$ cat src/common/spi_prot_pkg.sv
//------------------------------------------------------------------------------
// Summary of operation
//------------------------------------------------------------------------------
package spi_prot_pkg;
   localparam logic [7:0]  op_write         = 8'h02;
   localparam logic [7:0]  op_status_write  = 8'h01;
   localparam logic [7:0]  op_set_latch     = 8'h06;
   localparam logic [7:0]  op_clear_latch   = 8'h04;
   localparam logic [2:0]  bit_last         = 3'h7;
   localparam logic [13:0] addr_mask        = 14'h3fff;
   localparam logic [1:0]  addr_bytes       = 2'h2;
   localparam int          clk_mhz          = 100;
   localparam int          power_up_read_delay_us  = 10;
   localparam int          power_up_write_delay_us = 10;
   localparam int          power_up_cycles = power_up_write_delay_us * clk_mhz;
   localparam logic [10:0] power_up_count  = 11'(power_up_cycles);

   typedef enum logic [2:0] {
      st_opcode,
      st_addr,
      st_data,
      st_status,
      st_ignore
   } cmd_state_t;

   typedef struct packed {
      logic        valid;
      logic [13:0] addr;
      logic [7:0]  data;
   } byte_req_t;

   typedef struct packed {
      logic       valid;
      logic       memory;
      logic [6:0] bytes;
      logic [7:0] status;
   } commit_t;
endpackage

$ cat src/rtl/spi_eeprom_hold_protect.sv
module spi_eeprom_hold_protect
   import spi_prot_pkg::*;
(
   // Clock and reset
   input  wire logic      clk,
   input  wire logic      reset_n,
   // Serial pins
   input  wire logic      cs_n,
   input  wire logic      sck,
   input  wire logic      si,
   input  wire logic      hold_n,
   output logic           so,
   output logic           so_oe,
   // Write-protect pin and status protect bit
   input  wire logic      wp_n,
   input  wire logic      status_protect,
   // Memory side
   output byte_req_t      load,
   output commit_t        commit,
   output logic           write_latch,
   output logic           power_ready,
   output logic           suspended
);
   cmd_state_t  state;
   cmd_state_t  next_state;
   logic        sck_q;
   logic        cs_q;
   logic [2:0]  bitcnt;
   logic [2:0]  next_bitcnt;
   logic [7:0]  shreg;
   logic [7:0]  next_shreg;
   logic [1:0]  addr_cnt;
   logic [1:0]  next_addr_cnt;
   logic [15:0] addr;
   logic [15:0] next_addr;
   logic [6:0]  nbytes;
   logic [6:0]  next_nbytes;
   logic        is_write;
   logic        next_is_write;
   logic        next_latch;
   logic [10:0] pu_cnt;
   logic [10:0] next_pu_cnt;
   byte_req_t   next_load;
   commit_t     next_commit;
   logic        rise;
   logic        cs_rise;
   logic [7:0]  rx;

   suspend_ctl u_suspend (
      .clk       (clk),
      .reset_n   (reset_n),
      .cs_n      (cs_n),
      .sck       (sck),
      .hold_n    (hold_n),
      .suspended (suspended)
   );

   // Clock edges are ignored while suspended, so the bit position is kept
   assign rise    = sck && !sck_q && !cs_n && !suspended;
   assign cs_rise = cs_n && !cs_q;
   assign rx      = {shreg[6:0], si};
   // No read path lives here: the output stays released, always so in suspend
   assign so      = 1'b0;
   assign so_oe   = 1'b0;

   //---------------------------------------------------------------------------
   // Power-up wait
   //---------------------------------------------------------------------------
   always_comb begin
      next_pu_cnt = pu_cnt;
      if (pu_cnt != power_up_count) begin
         next_pu_cnt = pu_cnt + 11'h1;
      end
   end

   always_ff @(posedge clk) begin
      if (!reset_n) begin
         pu_cnt      <= 11'h0;
         power_ready <= 1'b0;
      end else begin
         pu_cnt      <= next_pu_cnt;
         power_ready <= (next_pu_cnt == power_up_count);
      end
   end

   //---------------------------------------------------------------------------
   // Command decoder
   //---------------------------------------------------------------------------
   always_comb begin
      next_state    = state;
      next_bitcnt   = bitcnt;
      next_shreg    = shreg;
      next_addr_cnt = addr_cnt;
      next_addr     = addr;
      next_nbytes   = nbytes;
      next_is_write = is_write;
      next_latch    = write_latch;
      next_load     = '0;
      next_commit   = '0;
      if (cs_n) begin
         // Select high resets the serial logic; writes commit only on boundary
         if (cs_rise && bitcnt == 3'h0 && power_ready && write_latch) begin
            if (state == st_data && nbytes != 7'h0) begin
               next_commit.valid  = 1'b1;
               next_commit.memory = 1'b1;
               next_commit.bytes  = nbytes;
               next_latch         = 1'b0;
            end else if (state == st_ignore && is_write && nbytes == 7'h1) begin
               next_commit.valid  = 1'b1;
               next_commit.status = shreg;
               next_latch         = 1'b0;
            end
         end
         next_state    = st_opcode;
         next_bitcnt   = 3'h0;
         next_addr_cnt = 2'h0;
         next_nbytes   = 7'h0;
         next_is_write = 1'b0;
      end else if (rise) begin
         next_shreg  = rx;
         next_bitcnt = bitcnt + 3'h1;
         if (bitcnt == bit_last) begin
            unique case (state)
               st_opcode: begin
                  if (rx == op_set_latch && power_ready) begin
                     next_latch = 1'b1;
                     next_state = st_ignore;
                  end else if (rx == op_clear_latch) begin
                     next_latch = 1'b0;
                     next_state = st_ignore;
                  end else if (rx == op_write && write_latch) begin
                     next_state = st_addr;
                  end else if (rx == op_status_write && write_latch
                               && (wp_n || !status_protect)) begin
                     next_state = st_status;
                  end else begin
                     next_state = st_ignore;
                  end
               end
               st_addr: begin
                  next_addr     = {addr[7:0], rx};
                  next_addr_cnt = addr_cnt + 2'h1;
                  if (addr_cnt + 2'h1 == addr_bytes) begin
                     next_state = st_data;
                  end
               end
               st_data: begin
                  next_load.valid = 1'b1;
                  next_load.addr  = addr[13:0] & addr_mask;
                  next_load.data  = rx;
                  next_addr       = addr + 16'h1;
                  if (nbytes != 7'h7f) begin
                     next_nbytes = nbytes + 7'h1;
                  end
               end
               st_status: begin
                  next_is_write = 1'b1;
                  next_nbytes   = 7'h1;
                  next_state    = st_ignore;
               end
               st_ignore: begin
                  if (is_write) begin
                     next_nbytes = 7'h2;
                  end
               end
            endcase
         end
      end
   end

   always_ff @(posedge clk) begin
      if (!reset_n) begin
         state       <= st_opcode;
         sck_q       <= 1'b0;
         cs_q        <= 1'b1;
         bitcnt      <= 3'h0;
         shreg       <= 8'h0;
         addr_cnt    <= 2'h0;
         addr        <= 16'h0;
         nbytes      <= 7'h0;
         is_write    <= 1'b0;
         write_latch <= 1'b0;
         load        <= '0;
         commit      <= '0;
      end else begin
         state       <= next_state;
         sck_q       <= sck;
         cs_q        <= cs_n;
         bitcnt      <= next_bitcnt;
         shreg       <= next_shreg;
         addr_cnt    <= next_addr_cnt;
         addr        <= next_addr;
         nbytes      <= next_nbytes;
         is_write    <= next_is_write;
         write_latch <= next_latch;
         load        <= next_load;
         commit      <= next_commit;
      end
   end

   // Select rising during suspend resets the counter, which is not a shift
   no_shift_a: assert property (@(posedge clk) disable iff (!reset_n)
      (suspended && !cs_n) |=> $stable(bitcnt)) else $error("bits shifted in suspend");
   pu_block_a: assert property (@(posedge clk) disable iff (!reset_n)
      !power_ready |-> !next_commit.valid) else $error("write before power up");
   boundary_a: assert property (@(posedge clk) disable iff (!reset_n)
      (cs_rise && bitcnt != 3'h0) |=> !commit.valid)
      else $error("write off bus boundary");
   latch_a: assert property (@(posedge clk) disable iff (!reset_n)
      commit.valid |-> !write_latch) else $error("latch not cleared");
   two_byte_a: assert property (@(posedge clk) disable iff (!reset_n)
      (commit.valid && !commit.memory) |-> commit.bytes == 7'h0)
      else $error("status commit carries length");
   long_status_a: assert property (@(posedge clk) disable iff (!reset_n)
      (cs_rise && is_write && nbytes == 7'h2) |=> !commit.valid)
      else $error("long status write accepted");
   addr_mask_a: assert property (@(posedge clk) disable iff (!reset_n)
      load.valid |-> load.addr <= addr_mask) else $error("high address bits used");
   set_latch_a: assert property (@(posedge clk) disable iff (!reset_n)
      (rise && bitcnt == bit_last && state == st_opcode && rx == op_set_latch
       && power_ready) |=> write_latch) else $error("latch not set");
   so_off_a: assert property (@(posedge clk) disable iff (!reset_n)
      suspended |-> !so_oe) else $error("output driven in suspend");
endmodule

$ cat src/rtl/suspend_ctl.sv
module suspend_ctl
   import spi_prot_pkg::*;
(
   // Clock and reset
   input  wire logic clk,
   input  wire logic reset_n,
   // Pins, sampled
   input  wire logic cs_n,
   input  wire logic sck,
   input  wire logic hold_n,
   // State
   output logic      suspended
);
   logic hold_q;
   logic next_hold_q;
   logic next_suspended;

   always_comb begin
      next_hold_q    = hold_n;
      next_suspended = suspended;
      if (cs_n) begin
         next_suspended = 1'b0;
      end else if (hold_q && !hold_n && !sck) begin
         next_suspended = 1'b1;
      end else if (!hold_q && hold_n) begin
         next_suspended = 1'b0;
      end
   end

   always_ff @(posedge clk) begin
      if (!reset_n) begin
         hold_q    <= 1'b1;
         suspended <= 1'b0;
      end else begin
         hold_q    <= next_hold_q;
         suspended <= next_suspended;
      end
   end

   sel_ends_a: assert property (@(posedge clk) disable iff (!reset_n)
      cs_n |=> !suspended) else $error("suspend survived select high");
   enter_a: assert property (@(posedge clk) disable iff (!reset_n)
      (!cs_n && hold_q && !hold_n && !sck) |=> suspended)
      else $error("suspend not entered");
   leave_a: assert property (@(posedge clk) disable iff (!reset_n)
      (!cs_n && !hold_q && hold_n) |=> !suspended)
      else $error("suspend not left");
endmodule

$ cat config.mk
export PLATFORM = sky130hd
export DESIGN_NAME = spi_eeprom_hold_protect
export DESIGN_NICKNAME = d
export VERILOG_FILES = /design/src/common/spi_prot_pkg.sv /design/src/rtl/spi_eeprom_hold_protect.sv /design/src/rtl/suspend_ctl.sv
export SDC_FILE = /design/constraint.sdc
export NUM_CORES = 1
export LEC_CHECK = 0
export ABC_AREA = 0
export BUFFER_PORTS_ARGS = -buffer_cell sky130_fd_sc_hd__buf_2
export CAP_MARGIN = 20
export CORE_MARGIN = 2
export CORE_UTILIZATION = 30
export CTS_CLUSTER_SIZE = 10
export DETAILED_ROUTE_END_ITERATION = 12
export GPL_TIMING_DRIVEN = 0
export HOLD_SLACK_MARGIN = 0.05
export PLACE_DENSITY_LB_ADDON = 0.05
export SLEW_MARGIN = 20
export SYNTH_ARGS = -nofsm -noshare
export SYNTH_HDL_FRONTEND = slang
export SYNTH_SLANG_ARGS = --single-unit
$ cat constraint.sdc
create_clock -name clk -period 6 [get_ports clk]
set_input_delay 0.6 -clock clk [delete_from_list [all_inputs] [get_ports clk]]
set_output_delay 0.6 -clock clk [all_outputs]
set_load 0.03 [all_outputs]
==> flow_metrics.py <==
metrics = {
    "grt": {
        "grt_max_degree": 18,
        "track_usage": 0.151,
        "grt_pass1_vias": 3343,
        "antenna_found_initial": 0,
        "grt_pass1_wl_um": 17300,
        "overflow": 0,
    },
    "clock_tree": {
        "holdBufCountCts": 0,
        "clkSinkCount": 95,
        "cts_tree": "built",
        "cts_buffers": 9,
        "cts-root-buf": "clkbuf_16",
        "ctsResizeCount": 0,
        "clk_path_buf_depth": 2,
        "clk_pin_slew_worst_paths_ns": 0.07,
        "worstSkewPairLatency_ns": 0.35,
        "htreeDepth": 3,
        "postCtsSetupBuffers": 0,
    },
    "sta": {
        "finalWorstSetupSlack_ns": 3.53,
        "final.setup_skew_ns": 0.0107,
        "fin_crit_sh": 0.412,
        "grt_setup_unrepaired": "no",
        "fin_crit_ns": 2.47,
        "hold_violations": 0,
        "setup_viol": 0,
        "finalMaxSlewViolations": 0,
        "finalSetupTns_ns": 0,
        "slew_headroom": 0.499,
        "tightest_slew_ns": 0.749,
        "fmax_mhz": 404,
    },
    "power_and_ir_drop": {
        "power.density_nw_per_um2": 254,
        "p_leak_nw": 1.88,
        "peakVddDrop_mv": 0.0993,
    },
    "critical_path": {
        "critPathMaxStageDelay_ns": 0.59,
        "critPathLaunchType": "flop",
        "worst_setup_path_end_kind": "flop",
        "crit_required_ns": 6.30,
        "critPathKind": "reg2reg",
        "cp_top_family": "simple AND/OR/NAND/NOR gates",
        "crit_chain": "ha_1 > ha_1 > nor3b_1 > nand2_2 > nor4_2 > clkbuf_1 > and2_1",
        "worst-path-buf-inv": 1,
        "crit_top_cell": "ha_1",
        "crit_slowest_cell": "nor4_2",
        "arrival_ns": 2.77,
        "crit_path_max_fanout": 10,
    },
    "route": {
        "num_vias": 3566,
        "wl_met1_um": 5210,
        "wl_per_cell_um": 14.9,
        "viasPerCell": 4.95,
        "wl_um": 10700,
        "drtPass1Iterations": 4,
        "drc": 0,
        "met2_length_um": 4620,
        "dr.max_layer_used": "met4",
        "antenna_left": 0,
        "wl_met3_um": 592,
        "drt_first_iter_violations": 218,
    },
    "floorplanning": {
        "die_x_um": 122,
        "die_y_um": 122,
        "row_count": 43,
        "initial_core_util": 0.305,
        "core_um2": 13800,
        "fp.dieArea_um2": 15000,
        "io_pins": 53,
    },
    "yosys": {
        "async_flop_share": 0,
        "synth_compound_area_frac": 0.131,
        "synth_edf_count": 0,
        "avgSynthCellArea_um2": 8.87,
        "synth_xor_area_frac": 0.0208,
        "yosys_register_bits": 95,
        "synthSimpleGateAreaFrac": 0.306,
        "synth_largest_area_cell": "dfxtp_1",
        "yosys-top-cells-area": "dfxtp_1 (45%), and2_1 (6.7%), nand2_1 (4.1%)",
        "yosys.area.top_type_share": 0.453,
        "syn-cell-area_um2": 4200,
        "synth-main-ff-cell": "dfxtp_1",
        "synth_mux_area_frac": 0.0149,
        "synth_cell_type_count": 69,
        "synthCells": 474,
        "ys.warnings.count": 0,
        "synth_top_family_by_area": "simple AND/OR/NAND/NOR gates",
        "yosysSeqAreaShare": 0.453,
        "synthAdderAreaFrac": 0.0298,
    },
    "placement": {
        "hpwl_um": 7750,
        "post-place-ws_ns": 3.28,
        "port_buffers": 50,
        "gp_congestion": 0.839,
    },
    "cells_and_area": {
        "layout-area-overhead-vs-synth_pct": 18.6,
        "layout_common_cells": "dfxtp_1 (95), buf_2 (52), nand2_1 (46)",
        "fin_util": 0.362,
        "drive_above_1_share": 0.161,
        "diodes": 0,
        "n_fill_cell": 1478,
        "final_common_cell": "dfxtp_1",
        "final_nets": 554,
    },
    "status": {
        "status": "finished clean",
    },
    "hold_path": {
        "hp-class": "in2reg",
    },
    "flow_run": {
        "maxCapViolations": 0,
    },
}
## sequential cells by signal, summed over array words and instances, names as in the netlist
register / count
addr: 14
addr_cnt: 2
cs_q: 1
u_suspend.hold_q: 1
u_suspend.suspended: 1
state: 3
is_write: 1
bitcnt: 3
sck_q: 1
power_ready: 1
shreg: 8
write_latch: 1
commit: 17
load: 23
nbytes: 7
pu_cnt: 11
## cell families after synthesis
kind of cell,after synthesis
compound gates,87
simple gates,221
buf+inv,44
fa+ha+maj,10
xor+xnor,10
mux,6
other cells,1
flops,95
## cell type report
| cell class | count | area, um^2 | area share |
|---|---|---|---|
| Timing Repair Buffer | 50 | 250 | 0.0502 |
| Multi-Input combinational cell | 336 | 2120 | 0.426 |
| Clock inverter | 7 | 78.8 | 0.0158 |
| Buffer | 25 | 111 | 0.0223 |
| Tap cell | 180 | 225 | 0.0452 |
| Sequential cell | 95 | 1900 | 0.381 |
| Clock buffer | 9 | 225 | 0.0452 |
| Inverter | 19 | 71.3 | 0.0143 |
## power breakdown
part,internal (W),switching [W]
registers,0.000634,0.00000458
logic,0.0000120,0.0000267
clock network,0.000327,0.000262
total,0.000973,0.000293
## worst min-delay path, cell delays in order
cell and delay, ns:
buf_2 0.07, inv_1 0.05, nand2_1 0.06
## synthesized netlist by cell type, types with 3 or more instances
library cell and count:
nor4_1 8, dfxtp_1 95, a21oi_1 31, nor2_1 21, nor3_1 9, o21a_1 3
or4_1 7, inv_1 18, mux2i_1 4, nand3b_1 3, and4_1 3, a211oi_1 3
and3_1 4, or3b_1 3, nor3b_1 5, nand3_1 20, xnor2_1 6, nor2b_1 9
o21ai_0 17, ha_1 10, nand4_1 13, clkbuf_1 19, nand2_1 46, o31ai_1 4
and2_1 45, nand2b_1 7, a31oi_1 9, xor2_1 4
## per-layer routing
layer  vias to the layer above  global-route usage
li1                       1796                   -
met1                      1653               0.205
met2                        97               0.221
met3                        20              0.0330
met4                         0              0.0819
met5                         -                   0
## final timing paths
path	slack, ns	cells after the start	startpoint	endpoint
setup / recovery	3.53	7	bitcnt[1]$_SDFFE_PP0N_	load[20]$_SDFF_PP0_
hold / removal	0.45	3	hold_n	u_suspend.hold_q$_SDFF_PN1_
setup reg to reg	3.53	7	bitcnt[1]$_SDFFE_PP0N_	load[20]$_SDFF_PP0_
hold reg to reg	0.46	2	shreg[7]$_SDFFE_PN0P_	shreg[7]$_SDFFE_PN0P_
## per-stage QoR
step | area (um^2) | total power (W) | hold slack (ns) | cells
global route | 4990 | 0.00131 | 0.476 | 721
CTS | 4990 | 0.00129 | 0.435 | 721
finish | 4990 | 0.00127 | 0.449 | 721
floorplan | 4210 | 0.000677 | 0.421 | 475
detailed placement | 4680 | 0.000692 | 0.449 | 705
global placement | 4680 | 0.000692 | 0.442 | 705
Power figures use the tool's default switching activity.
